===== config.mk =====
export PLATFORM = sky130hd
export DESIGN_NAME = fau_add_unit
export DESIGN_NICKNAME = d
export VERILOG_FILES = /design/src/fau_pkg.sv /design/src/fau_fp_adder.sv /design/src/fau_add_unit.sv
export SDC_FILE = /design/constraint.sdc
export NUM_CORES = 2
export LEC_CHECK = 0
export BUFFER_PORTS_ARGS = -buffer_cell sky130_fd_sc_hd__buf_2
export CAP_MARGIN = 20
export CORE_ASPECT_RATIO = 0.6
export CORE_MARGIN = 2
export CORE_UTILIZATION = 43
export CTS_BUF_LIST = sky130_fd_sc_hd__clkbuf_4 sky130_fd_sc_hd__clkbuf_8 sky130_fd_sc_hd__clkbuf_16
export DETAILED_ROUTE_END_ITERATION = 7
export PLACE_DENSITY = 0.63
export SLEW_MARGIN = 20
export SYNTH_ARGS = -nofsm -noshare
export SYNTH_HDL_FRONTEND = slang
export SYNTH_SLANG_ARGS = --single-unit

===== constraint.sdc =====
create_clock -name REF_CLK_I -period 43.6 [get_ports REF_CLK_I]
set_input_delay 2.18 -clock REF_CLK_I [delete_from_list [all_inputs] [get_ports REF_CLK_I]]
set_output_delay 2.18 -clock REF_CLK_I [all_outputs]
set_load 0.02 [all_outputs]

===== src/fau_pkg.sv =====
// Shared constants and types for the float add unit
package fau_pkg;
  localparam int FW = 32;
  localparam int SEL_W = 3;
  localparam int NREG = 8;
  // First-word fixed fields of the three add forms, and the zero field of the three-register second word
  localparam logic [9:0] IMM_OPC = 10'h3a2;
  localparam logic [15:0] RRR_OPC = 16'he710;
  localparam logic [6:0] RRR_MSW_ZERO = 7'h00;
  localparam logic [11:0] PAR_OPC = 12'he01;
  // Immediate split: six bits in the first word, ten in the second
  localparam int IMM_LSW_W = 6;
  localparam int IMM_MSW_POS = 6;
  localparam logic [15:0] IMM_LO_FILL = 16'h0000;
  // Selector positions in the second word; PAR_F_POS is in the first word
  localparam int SEL_A_POS = 0;
  localparam int SEL_B_POS = 3;
  localparam int SEL_C_POS = 6;
  localparam int PAR_D_POS = 11;
  localparam int PAR_A_POS = 8;
  localparam int PAR_E_MSW_POS = 14;
  localparam int PAR_F_POS = 1;
  // Float format, register reset value and add latency
  localparam logic [7:0] EXP_MAX = 8'hff;
  localparam logic [31:0] REG_RST = 32'h0000_0000;
  localparam int ADD_LAT = 2;
  typedef enum logic [3:0] {
    FORM_NONE = 4'b0001,
    FORM_IMM = 4'b0010,
    FORM_RRR = 4'b0100,
    FORM_PAR = 4'b1000
  } fau_form_t;
  typedef struct packed {
    logic [15:0] lsw;
    logic [15:0] msw;
  } fau_insn_t;
  typedef struct packed {
    logic valid;
    logic [31:0] addr;
    logic [31:0] data;
  } fau_store_t;
  typedef struct packed {
    logic [31:0] sum;
    logic uf;
    logic of;
  } fau_sum_t;
endpackage : fau_pkg


===== src/fau_fp_adder.sv =====
// Combinational single-precision adder with underflow and overflow flags
`timescale 1ns/1ps
module fau_fp_adder (
  input wire logic [31:0] a_i,
  input wire logic [31:0] b_i,
  output fau_pkg::fau_sum_t res_o
);
  // Denormals act as zero, round to nearest even, NaN/inf pass through
  logic a_big, sgn, lost;
  logic [31:0] big, sml;
  logic [7:0] d8;
  logic [23:0] mb, ms, mant;
  logic [26:0] bx, sx, sh, n, lmask;
  logic [27:0] s;
  logic [4:0] lz;
  logic signed [10:0] e;
  logic [24:0] mr;
  logic rnd;

  assign a_big = a_i[30:0] >= b_i[30:0];
  assign big = a_big ? a_i : b_i;
  assign sml = a_big ? b_i : a_i;
  assign mb = (big[30:23] == 8'h00) ? 24'h000000 : {1'b1, big[22:0]};
  assign ms = (sml[30:23] == 8'h00) ? 24'h000000 : {1'b1, sml[22:0]};
  assign d8 = (sml[30:23] == 8'h00) ? 8'h00 : big[30:23] - sml[30:23];
  assign bx = {mb, 3'h0};
  assign sx = {ms, 3'h0};
  assign lmask = (d8 > 8'h1a) ? 27'h7ffffff : ~(27'h7ffffff << d8);
  assign lost = |(sx & lmask);
  assign sh = ((d8 > 8'h1a) ? 27'h0 : (sx >> d8)) | {26'h0, lost};
  assign s = (a_i[31] == b_i[31]) ? {1'b0, bx} + {1'b0, sh} : {1'b0, bx} - {1'b0, sh};
  assign sgn = big[31];

  always_comb begin
    lz = 5'h00;
    for (int i = 0; i < 27; i++) begin
      if (s[i]) begin
        lz = 5'(26 - i);
      end
    end
  end

  always_comb begin
    res_o = '0;
    n = '0;
    e = '0;
    mant = '0;
    rnd = 1'b0;
    mr = '0;
    if (big[30:23] == fau_pkg::EXP_MAX) begin
      res_o.sum = big;
    end else if (sml[30:23] == fau_pkg::EXP_MAX) begin
      res_o.sum = sml;
    end else if (s == 28'h0000000) begin
      res_o.sum = 32'h0000_0000;
    end else begin
      if (s[27]) begin
        n = {s[27:2], s[1] | s[0]};
        e = 11'(big[30:23]) + 11'sh1;
      end else begin
        n = s[26:0] << lz;
        e = 11'(big[30:23]) - 11'(lz);
      end
      mant = n[26:3];
      rnd = n[2] & (n[1] | n[0] | mant[0]);
      mr = {1'b0, mant} + {24'h000000, rnd};
      if (mr[24]) begin
        mr = mr >> 1;
        e = e + 11'sh1;
      end
      if (e >= 11'shff) begin
        res_o.sum = {sgn, fau_pkg::EXP_MAX, 23'h0};
        res_o.of = 1'b1;
      end else if (e <= 11'sh0) begin
        res_o.sum = {sgn, 31'h0};
        res_o.uf = 1'b1;
      end else begin
        res_o.sum = {sgn, e[7:0], mr[22:0]};
      end
    end
  end
endmodule : fau_fp_adder


===== src/fau_add_unit.sv =====
// Float add unit: three add forms, parallel store, latched float flags
`timescale 1ns/1ps
module fau_add_unit (
  input wire logic REF_CLK_I,
  input wire logic SYS_RST_I,
  input wire logic INSN_VALID_I,
  input wire fau_pkg::fau_insn_t INSN_I,
  input wire logic [31:0] MEM_ADDR_I,
  input wire logic FLAG_CLR_I,
  input wire logic REG_WR_I,
  input wire logic [2:0] REG_WR_SEL_I,
  input wire logic [31:0] REG_WR_DATA_I,
  input wire logic [2:0] REG_RD_SEL_I,
  output logic DECODE_HIT_O,
  output logic [31:0] REG_RD_DATA_O,
  output fau_pkg::fau_store_t STORE_O,
  output logic ADD_DONE_O,
  output logic UNDERFLOW_FLAG_O,
  output logic OVERFLOW_FLAG_O
);
  logic [31:0] regs_q [fau_pkg::NREG];
  logic [31:0] op_a_q, op_b_q;
  logic [2:0] dst_q;
  logic stage_q;
  logic uf_q, of_q;
  fau_pkg::fau_store_t store_q;
  fau_pkg::fau_form_t form;
  fau_pkg::fau_sum_t sum;
  logic [15:0] lsw, msw, imm;
  logic [31:0] imm_full, op_a, op_b;
  logic [2:0] sel_a, sel_b, sel_c, par_d, par_a, par_e, par_f, dst, src1, src2;
  logic hit_imm, hit_rrr, hit_par, issue;

  assign lsw = INSN_I.lsw;
  assign msw = INSN_I.msw;
  assign hit_imm = lsw[15:6] == fau_pkg::IMM_OPC;
  assign hit_rrr = (lsw == fau_pkg::RRR_OPC) && (msw[15:9] == fau_pkg::RRR_MSW_ZERO);
  assign hit_par = lsw[15:4] == fau_pkg::PAR_OPC;
  assign form = !INSN_VALID_I ? fau_pkg::FORM_NONE :
                hit_imm ? fau_pkg::FORM_IMM :
                hit_rrr ? fau_pkg::FORM_RRR :
                hit_par ? fau_pkg::FORM_PAR : fau_pkg::FORM_NONE;
  assign issue = form != fau_pkg::FORM_NONE;
  assign DECODE_HIT_O = issue;

  // Three-bit selector fields, eight registers each
  assign sel_a = msw[fau_pkg::SEL_A_POS +: fau_pkg::SEL_W];
  assign sel_b = msw[fau_pkg::SEL_B_POS +: fau_pkg::SEL_W];
  assign sel_c = msw[fau_pkg::SEL_C_POS +: fau_pkg::SEL_W];
  assign par_d = msw[fau_pkg::PAR_D_POS +: fau_pkg::SEL_W];
  assign par_a = msw[fau_pkg::PAR_A_POS +: fau_pkg::SEL_W];
  assign par_e = {lsw[0], msw[fau_pkg::PAR_E_MSW_POS +: 2]};
  assign par_f = lsw[fau_pkg::PAR_F_POS +: fau_pkg::SEL_W];

  // Immediate straddles the two words; low half of the word forced to zero
  assign imm = {lsw[fau_pkg::IMM_LSW_W-1:0], msw[15:fau_pkg::IMM_MSW_POS]};
  assign imm_full = {imm, fau_pkg::IMM_LO_FILL};

  always_comb begin
    dst = sel_a;
    src1 = sel_b;
    src2 = sel_c;
    unique case (form)
      fau_pkg::FORM_IMM: begin
        dst = sel_a;
        src1 = sel_b;
        src2 = sel_b;
      end
      fau_pkg::FORM_RRR: begin
        dst = sel_a;
        src1 = sel_b;
        src2 = sel_c;
      end
      fau_pkg::FORM_PAR: begin
        dst = par_d;
        src1 = par_e;
        src2 = par_f;
      end
      fau_pkg::FORM_NONE: begin
        dst = sel_a;
        src1 = sel_b;
        src2 = sel_c;
      end
    endcase
  end

  assign op_a = regs_q[src1];
  assign op_b = (form == fau_pkg::FORM_IMM) ? imm_full : regs_q[src2];

  // Stage one holds operands; adder result lands in the file one edge later
  always_ff @(posedge REF_CLK_I or posedge SYS_RST_I) begin
    if (SYS_RST_I) begin
      stage_q <= 1'b0;
      op_a_q <= fau_pkg::REG_RST;
      op_b_q <= fau_pkg::REG_RST;
      dst_q <= 3'h0;
    end else begin
      stage_q <= issue;
      op_a_q <= op_a;
      op_b_q <= op_b;
      dst_q <= dst;
    end
  end

  fau_fp_adder u_adder (
    .a_i(op_a_q),
    .b_i(op_b_q),
    .res_o(sum)
  );

  // Add writeback beats a host write to the same register; the caller
  // must keep the delay slot off the destination anyway
  always_ff @(posedge REF_CLK_I or posedge SYS_RST_I) begin
    if (SYS_RST_I) begin
      for (int i = 0; i < fau_pkg::NREG; i++) begin
        regs_q[i] <= fau_pkg::REG_RST;
      end
    end else begin
      if (REG_WR_I) begin
        regs_q[REG_WR_SEL_I] <= REG_WR_DATA_I;
      end
      if (stage_q) begin
        regs_q[dst_q] <= sum.sum;
      end
    end
  end

  // Parallel store: one cycle, register contents read at issue
  always_ff @(posedge REF_CLK_I or posedge SYS_RST_I) begin
    if (SYS_RST_I) begin
      store_q <= '0;
    end else begin
      store_q.valid <= form == fau_pkg::FORM_PAR;
      store_q.addr <= MEM_ADDR_I;
      store_q.data <= regs_q[par_a];
    end
  end

  // Latched flags: only these two move; set wins over clear
  always_ff @(posedge REF_CLK_I or posedge SYS_RST_I) begin
    if (SYS_RST_I) begin
      uf_q <= 1'b0;
      of_q <= 1'b0;
    end else begin
      uf_q <= (stage_q & sum.uf) | (uf_q & ~FLAG_CLR_I);
      of_q <= (stage_q & sum.of) | (of_q & ~FLAG_CLR_I);
    end
  end

  assign STORE_O = store_q;
  assign ADD_DONE_O = stage_q;
  assign UNDERFLOW_FLAG_O = uf_q;
  assign OVERFLOW_FLAG_O = of_q;
  assign REG_RD_DATA_O = regs_q[REG_RD_SEL_I];

  property p_imm_widen;
    @(posedge REF_CLK_I) disable iff (SYS_RST_I)
      form == fau_pkg::FORM_IMM |=> op_b_q[15:0] == 16'h0000;
  endproperty
  a_imm_widen: assert property (p_imm_widen) else $error("Immediate low half not zero");

  property p_imm_decode;
    @(posedge REF_CLK_I) disable iff (SYS_RST_I)
      INSN_VALID_I && lsw[15:6] == 10'h3a2 |-> form == fau_pkg::FORM_IMM;
  endproperty
  a_imm_decode: assert property (p_imm_decode) else $error("Immediate form missed");

  property p_imm_sum;
    @(posedge REF_CLK_I) disable iff (SYS_RST_I)
      form == fau_pkg::FORM_IMM && !REG_WR_I
      |=> (op_a_q == $past(regs_q[sel_b]) && op_b_q[31:16] == $past(imm))
      ##1 regs_q[$past(sel_a, 2)] == $past(sum.sum);
  endproperty
  a_imm_sum: assert property (p_imm_sum) else $error("Immediate add wrong");

  property p_sel_range;
    @(posedge REF_CLK_I) disable iff (SYS_RST_I)
      form == fau_pkg::FORM_RRR |-> dst == msw[2:0] && src2 == msw[8:6];
  endproperty
  a_sel_range: assert property (p_sel_range) else $error("Selector field wrong");

  property p_flags_hold;
    @(posedge REF_CLK_I) disable iff (SYS_RST_I)
      !stage_q && !FLAG_CLR_I |=> uf_q == $past(uf_q) && of_q == $past(of_q);
  endproperty
  a_flags_hold: assert property (p_flags_hold) else $error("Flag moved without add");

  property p_flag_set;
    @(posedge REF_CLK_I) disable iff (SYS_RST_I)
      stage_q && sum.of |=> OVERFLOW_FLAG_O;
  endproperty
  a_flag_set: assert property (p_flag_set) else $error("Overflow not latched");

  property p_latency;
    @(posedge REF_CLK_I) disable iff (SYS_RST_I)
      issue |=> ADD_DONE_O ##1 regs_q[$past(dst, 2)] == $past(sum.sum);
  endproperty
  a_latency: assert property (p_latency) else $error("Add latency not two cycles");

  property p_rrr_decode;
    @(posedge REF_CLK_I) disable iff (SYS_RST_I)
      INSN_VALID_I && lsw == 16'he710 && msw[15:9] != 7'h00 && !hit_imm && !hit_par
      |-> !issue;
  endproperty
  a_rrr_decode: assert property (p_rrr_decode) else $error("Bad three-reg word taken");

  property p_rrr_ops;
    @(posedge REF_CLK_I) disable iff (SYS_RST_I)
      form == fau_pkg::FORM_RRR |=> op_a_q == $past(regs_q[sel_b]) &&
        op_b_q == $past(regs_q[sel_c]);
  endproperty
  a_rrr_ops: assert property (p_rrr_ops) else $error("Three-reg operands wrong");

  property p_par_store;
    @(posedge REF_CLK_I) disable iff (SYS_RST_I)
      form == fau_pkg::FORM_PAR |=> STORE_O.valid && STORE_O.addr == $past(MEM_ADDR_I)
        && STORE_O.data == $past(regs_q[par_a])
        ##1 !STORE_O.valid || $past(form == fau_pkg::FORM_PAR);
  endproperty
  a_par_store: assert property (p_par_store) else $error("Parallel store wrong");

  property p_par_ops;
    @(posedge REF_CLK_I) disable iff (SYS_RST_I)
      form == fau_pkg::FORM_PAR |-> src1 == {lsw[0], msw[15:14]} && src2 == lsw[3:1]
        && dst == msw[13:11];
  endproperty
  a_par_ops: assert property (p_par_ops) else $error("Parallel selectors wrong");

  property p_store_once;
    @(posedge REF_CLK_I) disable iff (SYS_RST_I)
      STORE_O.valid |-> $past(form == fau_pkg::FORM_PAR);
  endproperty
  a_store_once: assert property (p_store_once) else $error("Spurious store");

  property p_sum_inf;
    @(posedge REF_CLK_I) disable iff (SYS_RST_I)
      stage_q && sum.of |-> sum.sum[30:23] == fau_pkg::EXP_MAX && sum.sum[22:0] == 23'h0
        && !sum.uf;
  endproperty
  a_sum_inf: assert property (p_sum_inf) else $error("Overflow result not infinity");

  c_imm: cover property (@(posedge REF_CLK_I) form == fau_pkg::FORM_IMM ##2 1'b1);
  c_rrr_uf: cover property (@(posedge REF_CLK_I) form == fau_pkg::FORM_RRR ##1 sum.uf);
  c_par: cover property (@(posedge REF_CLK_I) form == fau_pkg::FORM_PAR ##1 STORE_O.valid);
  c_clr_set: cover property (@(posedge REF_CLK_I) FLAG_CLR_I && stage_q && sum.of);
endmodule : fau_add_unit


After elaboration in Yosys (flattened, before gate mapping)
Cells that the tools add are included.

word-level totals
  register bits = 391
  input port bits = 107
  output and inout port bits = 101
  word-level logic and storage cells = 167

operators by class
  $add $sub $neg = 7
  magnitude comparators = 12
  eq/ne operators = 11
  shift-type cells = 3
  muxes and demuxes = 87
  bitwise operators = 20
  reduce and logical (&&, ||, !) cells = 10

operators by type and width
  cell                                               number
  bitwise mux 256 bit                                2
  2-to-1 mux 256 bit                                 2
  2-to-1 mux 32 bit                                  16
  binary-select mux 32 bit (select 3 bit)            4
  demux 32 bit (select 3 bit)                        2
  2-to-1 mux 27 bit                                  6
  2-to-1 mux 5 bit                                   27
  2-to-1 mux 11 bit                                  8
  2-to-1 mux 31 bit                                  2
  2-to-1 mux 24 bit                                  2
  >= comparator 31 bit                               1
  adder 27 x 27 -> 28 bit                            1
  logical NOT 28 bit                                 1
  2-to-1 mux 28 bit                                  1
  subtractor 27 x 27 -> 28 bit                       1
  bitwise AND 27 bit                                 1
  NOT 27 bit                                         1
  bitwise OR 27 x 1 -> 27 bit                        1
  OR reduction 27 bit                                1
  << shifter 27 x 5 -> 27 bit                        1
  << shifter 27 x 8 -> 27 bit, first input constant  1
  right shift 27 x 8 -> 27 bit                       1
  adder 24 x 1 -> 25 bit                             1
  >= comparator 4 bit, second input constant         6
  other kinds (34)                                   60

Longest topological paths before layout
  depth after elaboration = 60
  gate-level depth with buffers = 76
  mapped depth without buffers = 61

By module
From an unflattened synthesis, not the netlist that was laid out.

unflattened totals
  cell total of the unflattened synthesis = 4,050
  area total of the unflattened synthesis = 36,705.2 um2

modules (own cells, without submodules)
  module        times used  cells each  area each (um2)  sequential area each (um2)
  fau_add_unit  1           2,002       23,662.7         9,784.4
  fau_fp_adder  1           2,048       13,042.5         0.0

Worst setup path before layout
No wires, ideal clock.

  path type = register to register
  from = reg op_a_q[23]
  to = reg regs_q[101] in the netlist's numbering
  library setup time = 119 ps
  data arrival time = 13,951 ps
  data required time = 43,481 ps
  path slack = 29,530 ps
  cell stages (with the launch flop) = 69
  buffers on the path = 18
  period minus slack after synthesis = 14,070 ps
  path through = dfrtp_1 > ha_1 > buf_2 > nand4_1 > nor4_1 > inv_1 > a31o_1 > buf_6 > nand2_1 > buf_2 > buf_2 > buf_2 > buf_1 > clkbuf_1 > buf_1 > nor2_1 > a21oi_1 > ha_1 > [33 not listed] > buf_2 > ha_1 > inv_1 > fa_1 > a21o_1 > a21oi_1 > nor2b_1 > nor3_1 > a21oi_1 > xnor2_1 > or2_2 > nor3_1 > a31oi_1 > nand2b_1 > nor3b_2 > buf_4 > a41o_4 > o21a_1

between the ends
  cells in the longest elaborated chain, start to end = 60
  elaborated cells on any way between the ends = 82
  classes of those cells = 7 x add/sub; 4 x order compare; 2 x eq/ne; 3 x shift; 55 x mux; 7 x bitwise; 4 x reduce/logical

ends and longest elaborated chain
  item                                                   RTL line                                RTL
  start, declared                                        fau_add_unit.sv:22                      logic [31:0] op_a_q, op_b_q;
  start signal, assigned                                 fau_add_unit.sv:94                      op_a_q <= fau_pkg::REG_RST;
  start signal, assigned                                 fau_add_unit.sv:99                      op_a_q <= op_a;
  >= comparator 31 bit                                   fau_fp_adder.sv:20                      assign a_big = a_i[30:0] >= b_i[30:0];
  2-to-1 mux 32 bit (on tied branches)                   fau_fp_adder.sv:21, fau_fp_adder.sv:22
  subtractor 8 bit or logical NOT 8 bit (tied branches)  fau_fp_adder.sv:25, fau_fp_adder.sv:24
  2-to-1 mux 8 bit                                       fau_fp_adder.sv:25                      assign d8 = (sml[30:23] == 8'h00) ? 8'h00 : big[30:23] - sml[30:23];
  << shifter 27 x 8 -> 27 bit                            fau_fp_adder.sv:28                      assign lmask = (d8 > 8'h1a) ? 27'h7ffffff : ~(27'h7ffffff << d8);
  NOT 27 bit                                             fau_fp_adder.sv:28
  2-to-1 mux 27 bit                                      fau_fp_adder.sv:28
  bitwise AND 27 bit                                     fau_fp_adder.sv:29                      assign lost = |(sx & lmask);
  [44 not listed]                                        n/a
  less-or-equal comparator 11 x 1 -> 1 bit               fau_fp_adder.sv:74                      end else if (e <= 11'sh0) begin
  2-to-1 mux 31 bit                                      fau_fp_adder.sv:74
  2-to-1 mux 31 bit                                      fau_fp_adder.sv:71                      if (e >= 11'shff) begin
  2-to-1 mux 32 bit                                      fau_fp_adder.sv:54                      end else if (s == 28'h0000000) begin
  2-to-1 mux 32 bit                                      fau_fp_adder.sv:52                      end else if (sml[30:23] == fau_pkg::EXP_MAX) begin
  2-to-1 mux 32 bit *                                    fau_fp_adder.sv:50                      if (big[30:23] == fau_pkg::EXP_MAX) begin
  bitwise mux 256 bit *                                  fau_add_unit.sv:123                     regs_q[dst_q] <= sum.sum;
  2-to-1 mux 256 bit *                                   fau_add_unit.sv:122                     if (stage_q) begin
  end signal, assigned by index                          fau_add_unit.sv:116                     regs_q[i] <= fau_pkg::REG_RST;
  end signal, assigned by index                          fau_add_unit.sv:123
  end, declared                                          fau_add_unit.sv:21                      logic [31:0] regs_q [fau_pkg::NREG];

Mark *: on every way between the ends. The rest lies on a longest branch, timed or not. The select of a mux whose other input is x is not followed.

Worst setup path after layout
  from = reg op_b_q[23]
  to = reg regs_q[167] in the netlist's numbering

between the ends
  cells in the longest elaborated chain, start to end = 60
  elaborated cells on any way between the ends = 82
  classes of those cells = 7 x add/sub; 4 x order compare; 2 x eq/ne; 3 x shift; 55 x mux; 7 x bitwise; 4 x reduce/logical

ends and longest elaborated chain
  item                                                   RTL line                                RTL
  start, declared                                        fau_add_unit.sv:22
  start signal, assigned                                 fau_add_unit.sv:95                      op_b_q <= fau_pkg::REG_RST;
  start signal, assigned                                 fau_add_unit.sv:100                     op_b_q <= op_b;
  >= comparator 31 bit                                   fau_fp_adder.sv:20
  2-to-1 mux 32 bit (on tied branches)                   fau_fp_adder.sv:21, fau_fp_adder.sv:22
  subtractor 8 bit or logical NOT 8 bit (tied branches)  fau_fp_adder.sv:25, fau_fp_adder.sv:24
  2-to-1 mux 8 bit                                       fau_fp_adder.sv:25
  << shifter 27 x 8 -> 27 bit                            fau_fp_adder.sv:28
  NOT 27 bit                                             fau_fp_adder.sv:28
  2-to-1 mux 27 bit                                      fau_fp_adder.sv:28
  bitwise AND 27 bit                                     fau_fp_adder.sv:29
  [44 not listed]                                        n/a
  less-or-equal comparator 11 x 1 -> 1 bit               fau_fp_adder.sv:74
  2-to-1 mux 31 bit                                      fau_fp_adder.sv:74
  2-to-1 mux 31 bit                                      fau_fp_adder.sv:71
  2-to-1 mux 32 bit                                      fau_fp_adder.sv:54
  2-to-1 mux 32 bit                                      fau_fp_adder.sv:52
  2-to-1 mux 32 bit *                                    fau_fp_adder.sv:50
  bitwise mux 256 bit *                                  fau_add_unit.sv:123
  2-to-1 mux 256 bit *                                   fau_add_unit.sv:122

Marks and branches as above.

==> reports/metrics.cfg <==
[placement]
hpwl_mm = 112
place_congestion = 1.09
port_buffers = 207
dp_cells = 5511

[global_route]
grt_util_met2 = 0.458
grt_pass1_wl_mm = 237
gr-usage-met3 = 0.140
top_usage_layer = met1
track_usage = 0.353
grt_max_degree = 159
grt_pass1_vias = 34616
use_met1 = 0.528
overflow = 0
grt_antenna_before_repair = 8

[critical_path]
crit_fanout = 49
start_kind = register
crit_required_ns = 44.06
regToRegStartpoint = op_b_q[23]
slowest_delay_ns = 0.90
r2r-end = regs_q[167]
endpoint_kind = register
reg2regPathDepth = 62
crit_slowest_cell = a211oi_2
path_class = reg2reg
rrSetupSlack_ns = 25.49
arrival_ns = 18.57

[pwr]
p_clk_frac = 0.101
irDropWorstVdd_mv = 0.0521
combPwrFrac = 0.749
p_int_w = 0.00150
sw_frac_of_total = 0.585
power_density_nw_per_um2 = 89.8
p_sw_w = 0.00211
leakage_nw = 16.8
power_frac_seq = 0.149

[drt]
viasPerCell = 6.89
drt_wl_total_mm = 160
drc = 0
dr.pass1.iters = 8
ant_nets = 0
vias = 38461
wl_per_cell_um = 28.7
dr.first_iter.drc_count = 6052

[clock_network]
ctsHtreeMaxLevel = 2
cts_buffers = 38
cts_tree = yes
cts_root_buffer = clkbuf_16
cts_resized = 0
cts_setup_buffers = 0
hold_buffers = 0
clk_pin_slew_ns = 0.07
clk-insertion-delay-late_ns = 0.58
cts_buffer_depth = 3
cts.sinks = 391

[synth]
syn_area_per_cell_um2 = 8.33
synth_top_area_frac = 0.264
yosys_most_used_dff = dfrtp_1
ys_warn_count = 0
yosys.cell_types.count = 121
netlist_instances = 4451
ys_async_sr_fraction = 1.00
synth_edf_count = 0
synth_area_leader_cell = dfrtp_1
ys_ff_latch = 391
synth_area_leaders = dfrtp_1, mux4_2, nand2_1
ys_seq_area_frac = 0.264
netlist_area_um2 = 37100
syn_nets = 4650

[sta]
period_needed_ns = 18.11
fmax_mhz = 55.2
relSlewSlack = 0.0738
slew_violations = 0
finalSetupTns_ns = 0
finalCritPeriodShare = 0.415
fin_skew_ns = 0.0245
fin_worst_hold_slack_ns = 0.619
setup_viol = 0
tightest_slew_ns = 1.38
grt_setup_unrepaired = no
hold_violations = 0

[die]
ios = 208
floorplan.initialDensity = 0.434
fp.dieW_um = 383
coreArea_um2 = 85500
die_h_um = 231
row_count = 83
die_area_um2 = 88600

[hold_path]
min_path_cells = 2
holdPathEnd = regs_q[30]
hold_class = reg2reg
min_from = regs_q[30]

[layout]
area_delta_synth_final_pct = 8.68
fin_cells = 5580
layout-drive-gt1-share = 0.181
final.fill_count = 8312
layout.nets = 4603
finalCoreUtilization = 0.471

[status]
outcome = complete, no violations

[run]
maxCapViolCount = 0

-- layer usage --
metal	wire length, µm	share of wire	vias up
met5	43	0.00027	-
met4	4820	0.030	6
met3	26600	0.17	339
met2	60900	0.38	3018
met1	67600	0.42	18737
li1	-	-	16361
-- kinds of logic (layout without fill, tap and decap cells) --
group                      count (synthesis)  in the layout  synth area share
and+or+nand+nor                         1835           1835             0.230
AOI/OAI and AO/OA                       1152           1152             0.215
buffers and inverters                    482            462            0.0529
muxes                                    442            442             0.193
DFF                                      391            391             0.264
adders and majority gates                 94             94            0.0320
xor gates and xnor gates                  55             55            0.0130
other                                      0              2                 0
-- metrics by stage --
step | area, µm² | setup WS (ns) | total power [W]
2_1_floorplan | 37100 | 29.53 | 0.00222
4_1_cts | 40300 | 26.16 | 0.00346
3_5_place_dp | 38900 | 26.28 | 0.00308
5_1_grt | 40300 | 24.14 | 0.00375
6_report | 40300 | 25.49 | 0.00362
3_3_place_gp | 38900 | 26.50 | 0.00310
-- synthesized netlist by cell type, types with 52 or more instances --
| library cell | count |
|---|---|
| nand3_1 | 163 |
| o21ai_1 | 60 |
| buf_1 | 52 |
| nor3_1 | 102 |
| mux2_2 | 115 |
| ha_1 | 90 |
| a21oi_1 | 236 |
| nand2_1 | 934 |
| a31oi_1 | 98 |
| nor2_1 | 236 |
| o21ai_0 | 189 |
| nor2b_1 | 119 |
| mux4_2 | 205 |
| and3_1 | 62 |
| mux2i_1 | 121 |
| dfrtp_1 | 391 |
| clkbuf_1 | 261 |
| inv_1 | 100 |
| a211oi_1 | 121 |
-- cells in the final DEF, fill, tap and decap left out, drive strengths merged, types with 29 or more instances in the layout --
cell type  instances
and2              29
nand3            166
dfrtp            391
o211ai            37
a21oi            239
mux2i            122
a32oi             35
nor2             236
xnor2             33
a211oi           124
nand4             40
a31oi            110
o21a              40
nor3             107
a21o              29
nor2b            119
clkbuf            51
and3              62
ha                90
buf              289
mux2             115
nand2            935
inv              105
mux4             205
o21ai            250
a311oi            39
-- power by group through the flow --
stage	logic [W]	registers [W]	clock network, W
floorplan	0.00172	0.000507	0
global placement	0.00256	0.000535	0
detailed placement	0.00254	0.000536	0
CTS	0.00256	0.000531	0.000368
global route	0.00282	0.000545	0.000387
finish	0.00271	0.000539	0.000367
-- flip-flops by register name, indices dropped and copies added (netlist names) --
signal	flops
op_a_q	32
op_b_q	32
OVERFLOW_FLAG_O	1
dst_q	3
UNDERFLOW_FLAG_O	1
regs_q	256
STORE_O	65
ADD_DONE_O	1
-- cell type report --
cell class / instances / area (µm²) / share of cell area
inverters: 106 / 405 / 0.0101
flip-flops and latches: 391 / 9780 / 0.243
repair buffers: 289 / 1670 / 0.0416
clock buffers: 51 / 1120 / 0.0277
clock inverters: 16 / 196 / 0.00488
well taps: 1147 / 1440 / 0.0356
multi-input cells: 3578 / 25700 / 0.637
diodes: 2 / 5.00 / 0.000124
-- how the worst max path moves through the flow --
stage	cells after the start	start	slack [ns]	endpoint
2_1_floorplan	68	op_a_q[23]	29.53	regs_q[101]
3_3_place_gp	59	op_b_q[23]	26.50	regs_q[199]
3_5_place_dp	62	op_b_q[23]	26.28	regs_q[167]
4_1_cts	62	op_b_q[23]	26.16	regs_q[167]
5_1_grt	62	op_b_q[23]	24.14	regs_q[167]
6_report	62	op_b_q[23]	25.49	regs_q[167]
-- critical path, delay by kind of cell, from the launching register on --
kind / cells / cell delay [ns]
flops: 1 / 0.44
compound gates: 23 / 6.71
fa+ha+maj: 5 / 1.07
simple gates: 25 / 6.72
buf+inv: 9 / 2.93
No activity file was read; power rests on OpenSTA's default activity.
